`src/logic/twi_flag_pkg.sv`:
```
package twi_flag_pkg;
   localparam logic [11:0] clock_select_control_addr = 12'h000;
   localparam logic [11:0] address_mode_control_addr = 12'h004;
   localparam logic [11:0] control_addr = 12'h008;
   localparam logic [11:0] baud_addr = 12'h00c;
   localparam logic [11:0] status_flag_register_addr = 12'h010;
   localparam logic [11:0] enable_addr = 12'h014;
   localparam logic [11:0] transmit_data_register_addr = 12'h018;
   localparam logic [11:0] receive_data_register_addr = 12'h01c;
   localparam int debug_run_pos = 8;
   localparam int clock_divider_lsb = 4;
   localparam int clock_source_lsb = 0;
   localparam int address_width_pos = 2;
   localparam int general_call_en_pos = 1;
   localparam int channel_enable_pos = 0;
   localparam int soft_reset_pos = 1;
   localparam int start_request_pos = 2;
   localparam int master_mode_pos = 5;
   localparam logic [15:0] clock_select_mask = 16'h0133;
   localparam logic [15:0] address_mode_mask = 16'h0006;
   localparam logic [15:0] control_mask = 16'h0027;
   localparam logic [6:0] baud_reset = 7'h7f;
   localparam logic [1:0] src_internal = 2'h0;
   localparam logic [1:0] src_low_speed = 2'h1;
   localparam logic [1:0] src_high_speed = 2'h2;
   localparam logic [1:0] src_external = 2'h3;
   localparam logic [3:0] sources_present = 4'hf;
   localparam int soft_reset_cycles = 4;
   localparam logic [2:0] soft_reset_last = 3'h3;
   localparam logic [7:0] flag_w1c_mask = 8'hfc;
   // Flag bit positions in the status flag register.
   localparam int f_byte = 7;
   localparam int f_gc = 6;
   localparam int f_nack = 5;
   localparam int f_stop = 4;
   localparam int f_start = 3;
   localparam int f_err = 2;
   localparam int f_rbf = 1;
   localparam int f_tbe = 0;

   typedef struct packed {
      logic byte_done;
      logic ack_seen;
      logic nack_seen;
      logic stop_done;
      logic start_issued;
      logic addr_match;
      logic gc_match;
      logic read_bit;
      logic rx_loaded;
      logic tx_moved;
      logic clear_fail;
      logic addressed;
   } bus_event_t;

   typedef enum logic [1:0] {
      st_idle = 2'b00,
      st_run = 2'b01,
      st_done = 2'b10
   } sr_state_t;
endpackage : twi_flag_pkg

```
`src/logic/twi_flag_ctrl.sv`:
```
`timescale 1ns/100ps
// How it works
// - Byte done after eight bits plus ack.
// - General call flag in slave only.
// - Nack flag on received nack.
// - Master stop flag after bus free.
// - Slave stop flag only while addressed.
// - Start flag on issue or match.
// - Receive full set on load, read clears.
// - Master tbe on start or ack.
// - Slave tbe on move or read match.
// - Interrupt when any enabled flag set.
// - Debug run keeps clock in debug.
// - Source field selects four clock sources.
// - Divider applies to internal and high-speed.
// - Missing sources cannot be selected.
// - Address width bit picks seven/ten.
// - General call enable gates responses.
// - Baud divisor one to one-twenty-seven.
// - Writing one clears event flags.
// - Soft reset clears flags, self-clears.
// - Clear failure sets error, start in master only; drops request in any mode.
// - Channel enable gates operating clock.
module twi_flag_ctrl
   import twi_flag_pkg::*;
(
   input wire logic clk_in,
   input wire logic reset_n_in,
   input wire logic psel_in,
   input wire logic penable_in,
   input wire logic pwrite_in,
   input wire logic [11:0] paddr_in,
   input wire logic [31:0] pwdata_in,
   input wire logic [3:0] pstrb_in,
   output logic [31:0] prdata_out,
   output logic pready_out,
   output logic pslverr_out,
   input wire bus_event_t event_in,
   input wire logic [7:0] rx_byte_in,
   input wire logic debug_mode_in,
   input wire logic link_clock_in,
   output logic irq_out,
   output logic clock_run_out,
   output logic [1:0] clock_source_out,
   output logic [3:0] clock_div_out,
   output logic [6:0] baud_divisor_out,
   output logic ten_bit_addr_out,
   output logic gc_respond_out,
   output logic master_mode_out,
   output logic start_request_out,
   output logic soft_reset_out,
   output logic [7:0] tx_byte_out,
   output logic [7:0] tx_write_out
);

   function automatic logic [3:0] div_ratio(input logic [1:0] src,
                                            input logic [1:0] div);
      div_ratio = 4'h1;
      if (src == src_internal || src == src_high_speed) begin
         div_ratio = 4'h1 << div;
      end
   endfunction : div_ratio

   logic [15:0] clk_reg_ff, nxt_clk_reg;
   logic [15:0] mode_reg_ff, nxt_mode_reg;
   logic [15:0] ctl_reg_ff, nxt_ctl_reg;
   logic [6:0] baud_ff, nxt_baud;
   logic [7:0] flags_ff, nxt_flags;
   logic [7:0] enables_ff;
   logic [7:0] txd_ff;
   logic [7:0] rxd_ff;
   logic [2:0] sr_cnt_ff;
   sr_state_t sr_state_ff, nxt_sr_state;
   logic [31:0] rdata_ff;
   logic ready_ff;
   logic err_ff;
   logic irq_ff;
   logic run_ff;
   logic tx_wr_ff;
   logic [3:0] div_ff;
   logic lk_meta_ff, lk_sync_ff, lk_prev_ff;

   wire logic setup = psel_in && !penable_in;
   wire logic access = psel_in && penable_in && ready_ff;
   wire logic wr = access && pwrite_in;
   wire logic rd = access && !pwrite_in;
   wire logic hit_clk = paddr_in == clock_select_control_addr;
   wire logic hit_mod = paddr_in == address_mode_control_addr;
   wire logic hit_ctl = paddr_in == control_addr;
   wire logic hit_br = paddr_in == baud_addr;
   wire logic hit_fl = paddr_in == status_flag_register_addr;
   wire logic hit_en = paddr_in == enable_addr;
   wire logic hit_tx = paddr_in == transmit_data_register_addr;
   wire logic hit_rx = paddr_in == receive_data_register_addr;
   wire logic mapped = hit_clk | hit_mod | hit_ctl | hit_br | hit_fl |
                       hit_en | hit_tx | hit_rx;
   wire logic enabled = ctl_reg_ff[channel_enable_pos];
   wire logic master = ctl_reg_ff[master_mode_pos];
   wire logic sr_active = sr_state_ff != st_idle;
   wire logic [15:0] wdata16 = pwdata_in[15:0];
   wire logic [1:0] src_wr = wdata16[clock_source_lsb +: 2];
   wire logic src_ok = sources_present[src_wr];
   wire logic cfg_ok = !enabled;
   wire logic [7:0] clr_w1c = (wr && hit_fl) ?
                      flag_w1c_mask & wdata16[7:0] : 8'h00;
   wire logic rx_read = rd && hit_rx;
   wire logic tx_wr = wr && hit_tx;
   wire logic [7:0] nxt_enables = (wr && hit_en) ? wdata16[7:0] :
                                  enables_ff;
   wire logic gc_ok = event_in.gc_match && mode_reg_ff[general_call_en_pos];
   wire logic match = event_in.addr_match || gc_ok;
   wire logic link_edge = lk_sync_ff && !lk_prev_ff;

   // Event set terms per flag.
   logic [7:0] set_flag;
   assign set_flag[f_byte] = event_in.byte_done;
   assign set_flag[f_gc] = !master && gc_ok;
   assign set_flag[f_nack] = event_in.nack_seen;
   assign set_flag[f_stop] = event_in.stop_done &&
                             (master || event_in.addressed);
   assign set_flag[f_start] = (master && event_in.start_issued) ||
                              (!master && match) ||
                              (master && event_in.clear_fail);
   assign set_flag[f_err] = master && event_in.clear_fail;
   assign set_flag[f_rbf] = event_in.rx_loaded;
   assign set_flag[f_tbe] = master ?
      (event_in.start_issued || event_in.ack_seen) :
      (event_in.tx_moved || (match && event_in.read_bit));

   wire logic [7:0] clr_all = clr_w1c | {6'h00, rx_read, tx_wr} |
                              {8{sr_active}};

   always_comb begin
      nxt_flags = (flags_ff & ~clr_all) | (set_flag & {8{enabled}});
      if (sr_active) begin
         nxt_flags = 8'h00;
      end
   end

   always_comb begin
      nxt_clk_reg = clk_reg_ff;
      nxt_mode_reg = mode_reg_ff;
      nxt_baud = baud_ff;
      nxt_ctl_reg = ctl_reg_ff;
      if (wr && hit_clk && cfg_ok) begin
         nxt_clk_reg = wdata16 & clock_select_mask;
         if (!src_ok) begin
            nxt_clk_reg[clock_source_lsb +: 2] =
               clk_reg_ff[clock_source_lsb +: 2];
         end
      end
      if (wr && hit_mod && cfg_ok) begin
         nxt_mode_reg = wdata16 & address_mode_mask;
      end
      if (wr && hit_br && cfg_ok && wdata16[6:0] != 7'h00) begin
         nxt_baud = wdata16[6:0];
      end
      if (wr && hit_ctl) begin
         nxt_ctl_reg = (wdata16 & control_mask) |
                       (ctl_reg_ff & 16'h0002);
      end
      if (master && event_in.start_issued || event_in.clear_fail) begin
         nxt_ctl_reg[start_request_pos] = 1'b0;
      end
      if (sr_state_ff == st_done) begin
         nxt_ctl_reg[soft_reset_pos] = 1'b0;
      end
   end

   always_comb begin
      nxt_sr_state = sr_state_ff;
      case (sr_state_ff)
         st_idle: begin
            if (wr && hit_ctl && wdata16[soft_reset_pos]) begin
               nxt_sr_state = st_run;
            end
         end
         st_run: begin
            if (sr_cnt_ff == soft_reset_last) begin
               nxt_sr_state = st_done;
            end
         end
         st_done: nxt_sr_state = st_idle;
         default: nxt_sr_state = st_idle;
      endcase
   end

   logic [31:0] rsel;
   always_comb begin
      rsel = 32'h0;
      if (hit_clk) rsel[15:0] = clk_reg_ff;
      if (hit_mod) rsel[15:0] = mode_reg_ff;
      if (hit_ctl) rsel[15:0] = ctl_reg_ff |
                  {14'h0, sr_active, 1'b0};
      if (hit_br) rsel[6:0] = baud_ff;
      if (hit_fl) rsel[7:0] = flags_ff;
      if (hit_en) rsel[7:0] = enables_ff;
      if (hit_tx) rsel[7:0] = txd_ff;
      if (hit_rx) rsel[7:0] = rxd_ff;
   end

   always_ff @(posedge clk_in) begin
      if (!reset_n_in) begin
         clk_reg_ff <= 16'h0;
         mode_reg_ff <= 16'h0;
         ctl_reg_ff <= 16'h0;
         baud_ff <= baud_reset;
         flags_ff <= 8'h0;
         sr_state_ff <= st_idle;
      end else begin
         clk_reg_ff <= nxt_clk_reg;
         mode_reg_ff <= nxt_mode_reg;
         ctl_reg_ff <= nxt_ctl_reg;
         baud_ff <= nxt_baud;
         flags_ff <= nxt_flags;
         sr_state_ff <= nxt_sr_state;
      end
   end

   always_ff @(posedge clk_in) begin
      if (!reset_n_in) begin
         sr_cnt_ff <= 3'h0;
         enables_ff <= 8'h0;
         txd_ff <= 8'h0;
         rxd_ff <= 8'h0;
      end else begin
         sr_cnt_ff <= (sr_state_ff == st_run) ? sr_cnt_ff + 3'h1 : 3'h0;
         enables_ff <= nxt_enables;
         if (tx_wr) txd_ff <= wdata16[7:0];
         if (event_in.rx_loaded) rxd_ff <= rx_byte_in;
      end
   end

   always_ff @(posedge clk_in) begin
      if (!reset_n_in) begin
         ready_ff <= 1'b0;
         err_ff <= 1'b0;
         rdata_ff <= 32'h0;
      end else begin
         ready_ff <= setup;
         err_ff <= setup && !mapped;
         rdata_ff <= setup && !pwrite_in ? rsel : 32'h0;
      end
   end

   always_ff @(posedge clk_in) begin
      if (!reset_n_in) begin
         lk_meta_ff <= 1'b1;
         lk_sync_ff <= 1'b1;
         lk_prev_ff <= 1'b1;
         irq_ff <= 1'b0;
         div_ff <= 4'h1;
         run_ff <= 1'b0;
         tx_wr_ff <= 1'b0;
      end else begin
         lk_meta_ff <= link_clock_in;
         lk_sync_ff <= lk_meta_ff;
         lk_prev_ff <= lk_sync_ff;
         irq_ff <= |(nxt_flags & nxt_enables);
         div_ff <= div_ratio(nxt_clk_reg[clock_source_lsb +: 2],
                             nxt_clk_reg[clock_divider_lsb +: 2]);
         run_ff <= nxt_ctl_reg[channel_enable_pos] &&
                   (!debug_mode_in || nxt_clk_reg[debug_run_pos]);
         tx_wr_ff <= tx_wr;
      end
   end

   assign prdata_out = rdata_ff;
   assign pready_out = ready_ff;
   assign pslverr_out = err_ff;
   assign irq_out = irq_ff;
   assign clock_run_out = run_ff;
   assign clock_source_out = clk_reg_ff[clock_source_lsb +: 2];
   assign clock_div_out = div_ff;
   assign baud_divisor_out = baud_ff;
   assign ten_bit_addr_out = mode_reg_ff[address_width_pos];
   assign gc_respond_out = mode_reg_ff[general_call_en_pos];
   assign master_mode_out = master;
   assign start_request_out = ctl_reg_ff[start_request_pos];
   assign soft_reset_out = ctl_reg_ff[soft_reset_pos];
   assign tx_byte_out = txd_ff;
   assign tx_write_out = {7'h00, tx_wr_ff};

   wire logic unused_ok = &{1'b0, pstrb_in, link_edge, pwdata_in[31:16]};

   irq_follows_a: assert property (
      @(posedge clk_in) disable iff (!reset_n_in)
      irq_out == |(flags_ff & enables_ff))
      else $error("Interrupt does not match enabled flags.");
   gc_slave_a: assert property (
      @(posedge clk_in) disable iff (!reset_n_in)
      master_mode_out && !sr_active |=> !$rose(flags_ff[f_gc]))
      else $error("General call flag set in master mode.");
   set_wins_a: assert property (
      @(posedge clk_in) disable iff (!reset_n_in)
      enabled && !sr_active && event_in.nack_seen |=> flags_ff[f_nack])
      else $error("Nack event lost.");
   sr_clear_a: assert property (
      @(posedge clk_in) disable iff (!reset_n_in)
      sr_active |=> flags_ff == 8'h00)
      else $error("Flags not cleared by soft reset.");
   sr_ends_a: assert property (
      @(posedge clk_in) disable iff (!reset_n_in)
      $rose(sr_active) |-> ##[1:6] !sr_active)
      else $error("Soft reset did not finish.");
   cfg_lock_a: assert property (
      @(posedge clk_in) disable iff (!reset_n_in)
      enabled && $past(enabled) |-> $stable(clk_reg_ff))
      else $error("Clock register changed while enabled.");
   reserved_zero_a: assert property (
      @(posedge clk_in) disable iff (!reset_n_in)
      (clk_reg_ff & ~clock_select_mask) == 16'h0)
      else $error("Reserved clock bits set.");
   baud_legal_a: assert property (
      @(posedge clk_in) disable iff (!reset_n_in)
      baud_ff != 7'h00)
      else $error("Baud divisor zero.");
   byte_set_a: assert property (
      @(posedge clk_in) disable iff (!reset_n_in)
      enabled && !sr_active && event_in.byte_done |=> flags_ff[f_byte])
      else $error("Byte done event lost.");
   stop_slave_a: assert property (
      @(posedge clk_in) disable iff (!reset_n_in)
      !master && !event_in.addressed && event_in.stop_done |=>
      !$rose(flags_ff[f_stop]))
      else $error("Stop flag set while not addressed.");
   rx_clear_a: assert property (
      @(posedge clk_in) disable iff (!reset_n_in)
      rx_read && !event_in.rx_loaded |=> !flags_ff[f_rbf])
      else $error("Receive full flag not cleared by read.");
   tx_empty_a: assert property (
      @(posedge clk_in) disable iff (!reset_n_in)
      master && enabled && !sr_active && event_in.ack_seen |=>
      flags_ff[f_tbe])
      else $error("Transmit empty flag missing after ack.");
   w1c_clear_a: assert property (
      @(posedge clk_in) disable iff (!reset_n_in)
      clr_w1c[f_byte] && !event_in.byte_done |=> !flags_ff[f_byte])
      else $error("Byte done flag not cleared by write.");
   start_drop_a: assert property (
      @(posedge clk_in) disable iff (!reset_n_in)
      event_in.clear_fail |=> !start_request_out)
      else $error("Start request kept after clear failure.");
   run_gate_a: assert property (
      @(posedge clk_in) disable iff (!reset_n_in)
      !enabled |-> !clock_run_out)
      else $error("Clock runs while channel disabled.");
   debug_stop_a: assert property (
      @(posedge clk_in) disable iff (!reset_n_in)
      $past(debug_mode_in) && !clk_reg_ff[debug_run_pos] |-> !clock_run_out)
      else $error("Clock runs in debug without debug run.");
endmodule : twi_flag_ctrl

```
`config.mk`:
```
export PLATFORM = sky130hd
export DESIGN_NAME = twi_flag_ctrl
export DESIGN_NICKNAME = d
export VERILOG_FILES = /design/src/logic/twi_flag_pkg.sv /design/src/logic/twi_flag_ctrl.sv
export SDC_FILE = /design/constraint.sdc
export NUM_CORES = 1
export LEC_CHECK = 0
export BUFFER_PORTS_ARGS = -buffer_cell sky130_fd_sc_hd__buf_2
export CAP_MARGIN = 0
export CORE_MARGIN = 2
export CORE_UTILIZATION = 52
export CTS_CLUSTER_DIAMETER = 80
export DETAILED_ROUTE_END_ITERATION = 8
export PLACE_DENSITY = 0.92
export REMOVE_ABC_BUFFERS = 1
export SYNTH_ARGS = -nofsm -noshare
export SYNTH_HDL_FRONTEND = slang
export SYNTH_SLANG_ARGS = --single-unit
```
`constraint.sdc`:
```
create_clock -name clk_in -period 7.3 [get_ports clk_in]
set_input_delay 1.095 -clock clk_in [delete_from_list [all_inputs] [get_ports clk_in]]
set_output_delay 1.095 -clock clk_in [all_outputs]
set_load 0.02 [all_outputs]
```
==> run_results.csv, run 1 <==
group,metric,value,unit
routing,drt_iter0_markers,357,
cts,cts_tree,"built",
timing,drv_slew,0,
global_routing,grt_max_degree,44,
routing,wl_met3,963,um
routing,drt_wl_total,9950,um
layout,final_common_cell,"buf_2",
cts,clock_latency,350,ps
synthesis,ys_ff_latch,73,
synthesis,synth_top_cell_by_area,"dfxtp_1",
die,design.portCount,145,
routing,routed_via_density,5.95,
timing,max_freq,0.273,GHz
die,dieArea,7400,um2
die,core,6420,um2
routing,routed-wl-met2,4620,um
die,die_h,86.0,um
routing,vias,3304,
cts,cts_root_buf,"clkbuf_8",
layout,fin_nets,550,
synthesis,ys_types,67,
synthesis,synth_top_family_by_area,"simple AND/OR/NAND/NOR gates",
power_and_ir_drop,p_leak,1.77,nW
global_routing,grt_pass1_wl,15400,um
setup_path,critPathArrivalTime,3880,ps
routing,wire_per_inst,17.9,um
cts,ctsHoldBuffers,0,
global_routing,gr-total-overflow,0,
timing,skew,10.5,ps
power_and_ir_drop,comb_power_share,6.7,%
setup_path,cp.buffers_inverters,1,
synthesis,synth_cells,396,
synthesis,synth_simple_gate_area_share,21.5,%
layout,diodes,0,
min_path,hp-class,"reg2reg",
power_and_ir_drop,p_sw,204,uW
timing,setup-tns-final,0,ps
setup_path,path_cells,"buf_2 > nor4_2 > nand4_1 > o21ai_0 > a22oi_1 > o41ai_1 > a41oi_1",
global_routing,grt_pass1_vias,3020,
layout,stdcell_area,4070,um2
synthesis,synth-edff-count,0,
placement,dpl.hpwl,7310,um
placement,io_buffers,86,
placement,placed_area,3820,um2
setup_path,critPathMaxStageDelay,900,ps
cts,cts_buffers,9,
routing,ant_nets,0,
setup_path,crit_path_start_kind,"primary input",
power_and_ir_drop,clkPwrFrac,46.5,%
job,maxCapViolations,0,
synthesis,ys_dominant_reg_cell,"dfxtp_1",
synthesis,synth_top_cell_area_share,41.8,%
outcome,outcome,"finished, final reports clean",
synthesis,synth_mux_area_share,7.26,%
placement,gp_congestion,0.963,
cts,cts.htree.levels,3,
timing,rsz0062_at_grt,"no",
synthesis,synth_area,3500,um2
synthesis,async_flop_share,0,%
synthesis,synth_xor_area_share,0,%
global_routing,antenna_found_initial,0,
synthesis,yosysWarnings,0,
setup_path,worst-setup-path-type,"in2reg",
cts,cts_setup_buffers,0,
setup_path,worst_setup_path_end_kind,"flip-flop",
timing,worstMarginPinSlew,1020,ps
die,start_util,54.5,%
cts,clock_sinks,73,
timing,relSlewSlack,31.2,%
synthesis,synth_compound_area_share,18.1,%
global_routing,grt_use_total,27.0,%
layout,fillers,548,
layout,drive_gt1_share,25.5,%
setup_path,cp_top_family,"simple AND/OR/NAND/NOR gates",
timing,fin_crit,3670,ps
synthesis,synth_fa_ha_area_share,0.715,%
timing,post-route-period-util,50.2,%
setup_path,critical-path-slowest-cell,"nor4_2",
routing,drtPass1Iterations,5,
power_and_ir_drop,p_seq_share,46.8,%
routing,wl_met1,4070,um
power_and_ir_drop,peakVddDrop,0.103,mV
layout,syn2layout_area_growth,16.2,%
layout,layout_common_cells,"buf_2 (86), dfxtp_1 (73), nor2_1 (40), nand2_1 (37), a21oi_1 (32)",
die,dieWidth,86.0,um
setup_path,required,7510,ps
power_and_ir_drop,p_int,656,uW
power_and_ir_drop,swShare,23.7,%
cts,clockBufferDepth,2,
power_and_ir_drop,power_density,211,nW/um2
synthesis,seq_area_frac_synth,41.8,%
synthesis,syn_area_per_cell,8.83,um2
setup_path,critPathMaxFanout,9,
setup_path,worst-r2r-setup-slack,4620,ps
cts,cts_resized,0,
timing,setup_violations,0,
routing,top_layer,"met4",
timing,hold_viol_final,0,
synthesis,ys_top_cells_by_area,"dfxtp_1 (42%), buf_4 (7.3%), mux2i_1 (6.3%)",
routing,post-route-drc-count,0,
die,rows,29,
cts,clk_pin_slew_worst_paths,80,ps
## cells in the mapped netlist (5+ instances only)
library cell and instances:
a22oi_1 6, nor2_1 40, o21ai_0 20, a221o_1 5
mux2i_1 22, a21oi_1 32, inv_1 11, buf_4 34
nand3_1 15, and3_1 7, clkbuf_1 12, dfxtp_1 73
nand2_1 37
## state kept, by name (all words and copies together) (netlist names), named ones only
signal,count
clock_div_out,4
tx_byte_out,8
mode_reg_ff,2
pready_out,1
prdata_out,9
sr_state_ff,2
tx_wr_ff,1
clock_run_out,1
flags_ff,8
rxd_ff,8
enables_ff,8
pslverr_out,1
sr_cnt_ff,3
clk_reg_ff,4
baud_divisor_out,7
irq_out,1
ctl_reg_ff,4
## per-layer routing
metal | vias up | track usage (%)
met5 | - | 0
met4 | 0 | 11.0
met3 | 25 | 6.64
met2 | 209 | 42.3
met1 | 1545 | 35.7
li1 | 1525 | -
## worst paths after layout
| path | start | to | cells after the start |
|---|---|---|---|
| hold / removal | sr_cnt_ff[0] | sr_cnt_ff[0] | 1 |
| hold reg to reg | sr_cnt_ff[0] | sr_cnt_ff[0] | 1 |
| setup / recovery | paddr_in[1] | irq_out | 7 |
| setup reg to reg | pready_out | irq_out | 6 |
## through the flow
stage / cells / setup slack, ps / hold slack, ps / utilization (%) / power [mW]
after global routing: 555 / 3460 / 442 / 63.3 / 0.884
after global placement: 539 / 3480 / 405 / 59.4 / 0.467
after floorplan: 375 / 4210 / 398 / - / 0.439
after detailed placement: 539 / 3410 / 429 / 59.4 / 0.468
after CTS: 555 / 3760 / 440 / 63.3 / 0.859
final: 555 / 3630 / 436 / 63.3 / 0.859
## kinds of logic after synthesis
group / count (synthesis)
buffers and inverters: 62
flip-flops: 73
adder cells (fa/ha/maj): 2
AO/OA/AOI/OAI: 95
multiplexers: 24
AND/OR/NAND/NOR: 139
other: 1
## cell type report
type                       instances  area [um2]  share of cell area (%)
timing repair buffer              87         438                    10.8
tap                               77        96.3                    2.37
inverter                          12        45.0                    1.11
clock inverter                     6         113                    2.77
sequential                        73        1460                    35.9
multi-input combinational        290        1780                    43.7
clock buffer                      10         138                    3.38
## power groups by stage
| stage | Clock [mW] | Combinational (mW) | Sequential, mW |
|---|---|---|---|
| 6_report | 0.399 | 0.0577 | 0.402 |
| 2_1_floorplan | 0 | 0.0275 | 0.412 |
| 4_1_cts | 0.400 | 0.0564 | 0.402 |
| 5_1_grt | 0.419 | 0.0621 | 0.403 |
| 3_5_place_dp | 0 | 0.0562 | 0.412 |
| 3_3_place_gp | 0 | 0.0553 | 0.412 |
## worst register-to-register path, cell delays in order, from the launching register on
cell     delay (ps)
dfxtp_1         380
and4_1          510
nand4_1         370
o21ai_0         410
a22oi_1         120
o41ai_1         560
a41oi_1         180
Power figures use the tool's default switching activity.
==> run 2: changes to the inputs <==
--- a/config.mk
+++ b/config.mk
@@ -8,10 +8,10 @@
 export BUFFER_PORTS_ARGS = -buffer_cell sky130_fd_sc_hd__buf_2
 export CAP_MARGIN = 0
 export CORE_MARGIN = 2
-export CORE_UTILIZATION = 52
+export CORE_UTILIZATION = 43
 export CTS_CLUSTER_DIAMETER = 80
 export DETAILED_ROUTE_END_ITERATION = 8
-export PLACE_DENSITY = 0.92
+export PLACE_DENSITY = 0.82
 export REMOVE_ABC_BUFFERS = 1
 export SYNTH_ARGS = -nofsm -noshare
 export SYNTH_HDL_FRONTEND = slang
==> constraint.sdc (replaced) <==
create_clock -name clk_in -period 3.18 [get_ports clk_in]
set_input_delay 0.477 -clock clk_in [delete_from_list [all_inputs] [get_ports clk_in]]
set_output_delay 0.477 -clock clk_in [all_outputs]
set_load 0.02 [all_outputs]
==> run 2 against run 1 <==
Register-to-register slack worse by 4000 ps. Critical path depth down 1. Combinational power up 140%. Worst hold slack worse by 140 ps. Cell area up 2.6%. Total power up 140%. Worst setup slack worse by 3000 ps. Clock power up 140%. Critical endpoint unchanged. Largest cell class unchanged.
==> run_results.csv, run 2 (synthesis results as in run 1) <==
group,metric,value,unit
outcome,outcome,"finished, final reports clean",
routing,drtPass1Iterations,5,
timing,skew,9.23,ps
cts,cts_buffers,9,
cts,clock_sinks,73,
timing,fin_hold_ws,293,ps
timing,setup-tns-final,0,ps
global_routing,grt_pass1_vias,3062,
setup_path,critPathMaxFanout,10,
global_routing,grt_use_total,23.6,%
timing,hold_viol_final,0,
die,dieArea,8870,um2
timing,drv_slew,0,
setup_path,reg2regPathDepth,6,
routing,routed_via_density,5.65,
min_path,hold_start,"debug_mode_in",
setup_path,critPathLaunch,"pready_out",
die,start_util,44.8,%
timing,relSlewSlack,47.5,%
setup_path,required,3400,ps
min_path,holdPathStages,2,
timing,rsz0062_at_grt,"no",
die,dieWidth,94.2,um
setup_path,worst-setup-path-type,"reg2reg",
timing,max_freq,0.391,GHz
power_and_ir_drop,power_density,487,nW/um2
min_path,hp-class,"in2reg",
global_routing,antenna_found_initial,0,
cts,cts.htree.levels,3,
placement,gp_congestion,0.921,
placement,dpl.hpwl,7600,um
layout,final_common_cell,"buf_2",
routing,drt_wl_total,10400,um
layout,regArea,1460,um2
power_and_ir_drop,peakVddDrop,0.224,mV
routing,drt_iter0_markers,290,
cts,cts_resized,0,
placement,io_buffers,86,
layout,largest_reg_flops,9,
cts,cts_setup_buffers,0,
global_routing,met2_usage,38.6,%
global_routing,met1_usage,29.9,%
routing,wire_per_inst,17.6,um
layout,diodes,0,
die,design.portCount,145,
layout,drive_gt1_share,26.7,%
layout,fin_nets,558,
cts,ctsHoldBuffers,0,
routing,post-route-drc-count,0,
setup_path,critPathArrivalTime,2780,ps
die,core,7810,um2
global_routing,grt_max_degree,33,
timing,fin_crit,2560,ps
timing,setup_violations,0,
min_path,holdPathEnd,"clock_run_out",
layout,fillers,728,
setup_path,worst-r2r-setup-slack,620,ps
setup_path,crit_path_start_kind,"flip-flop",
cts,clock_latency,360,ps
cts,cts_tree,"built",
layout,syn2layout_area_growth,19.3,%
setup_path,r2r-start,"pready_out",
global_routing,busiest_layer,"met2",
setup_path,worst_setup_path_end_kind,"flip-flop",
layout,layout_common_cells,"buf_2 (86), dfxtp_1 (73), nor2_1 (40), nand2_1 (37), a21oi_1 (32)",
layout,multi_input_area,1780,um2
die,rows,32,
global_routing,gr-total-overflow,0,
global_routing,met3_usage,5.30,%
cts,clockBufferDepth,2,
die,die_h,94.2,um
timing,worstMarginPinSlew,779,ps
routing,ant_nets,0,
routing,vias,3320,
timing,post-route-period-util,80.5,%
power_and_ir_drop,p_leak,1.82,nW
setup_path,rr_endpoint,"irq_out",
global_routing,grt_pass1_wl,15700,um
cts,cts_root_buf,"clkbuf_8",
job,maxCapViolations,0,
cts,clk_pin_slew_worst_paths,90,ps
-- run 2: cell count changes in the layout (fill, tap and decap cells not counted), sizes merged --
cell | previous run | this run
buf | 87 | 95
bufinv | 3 | 4
clkbuf | 10 | 9
clkinv | 2 | 4
inv | 13 | 11
-- run 2: layer usage --
metal,vias up,wire length [um]
met5,-,0
met4,0,229
met1,1572,4290
met3,20,966
li1,1532,-
met2,196,4890
-- run 2: worst max path at each step --
stage	to	depth (start not counted)	slack [ps]
after floorplan	baud_divisor_out[3]	5	710
after global placement	irq_out	7	470
after detailed placement	baud_divisor_out[3]	6	400
after CTS	irq_out	6	680
after global routing	irq_out	6	510
final	irq_out	6	620
-- run 2: critical path, cell delays in order, from the launching register on --
cell and delay [ps]:
dfxtp_1 390, and4_1 510, nand4_1 340, o21ai_0 370
a22oi_1 130, o41ai_1 520, a41oi_1 170
-- run 2: cell type report --
class / count / share of cell area (%)
clock inverter: 7 / 3.42
sequential: 73 / 35.0
tap: 102 / 3.06
multi-input combinational: 290 / 42.5
timing repair buffer: 95 / 11.9
inverter: 12 / 1.08
clock buffer: 9 / 2.97
-- run 2: power by group --
part           switching (mW)  internal [mW]
clock                   0.370          0.602
sequential            0.00406          0.920
combinational          0.0965         0.0401
total                   0.470           1.56
-- run 2: through the flow --
stage	power, mW	util, %	cell area [um2]	std cells	setup WS, ps
3_3_place_gp	1.08	50.0	3910	572	465
6_report	2.03	53.5	4170	588	622
5_1_grt	2.08	53.5	4170	588	515
2_1_floorplan	1.01	-	3280	375	707
4_1_cts	2.03	53.5	4170	588	681
3_5_place_dp	1.08	50.0	3910	572	400
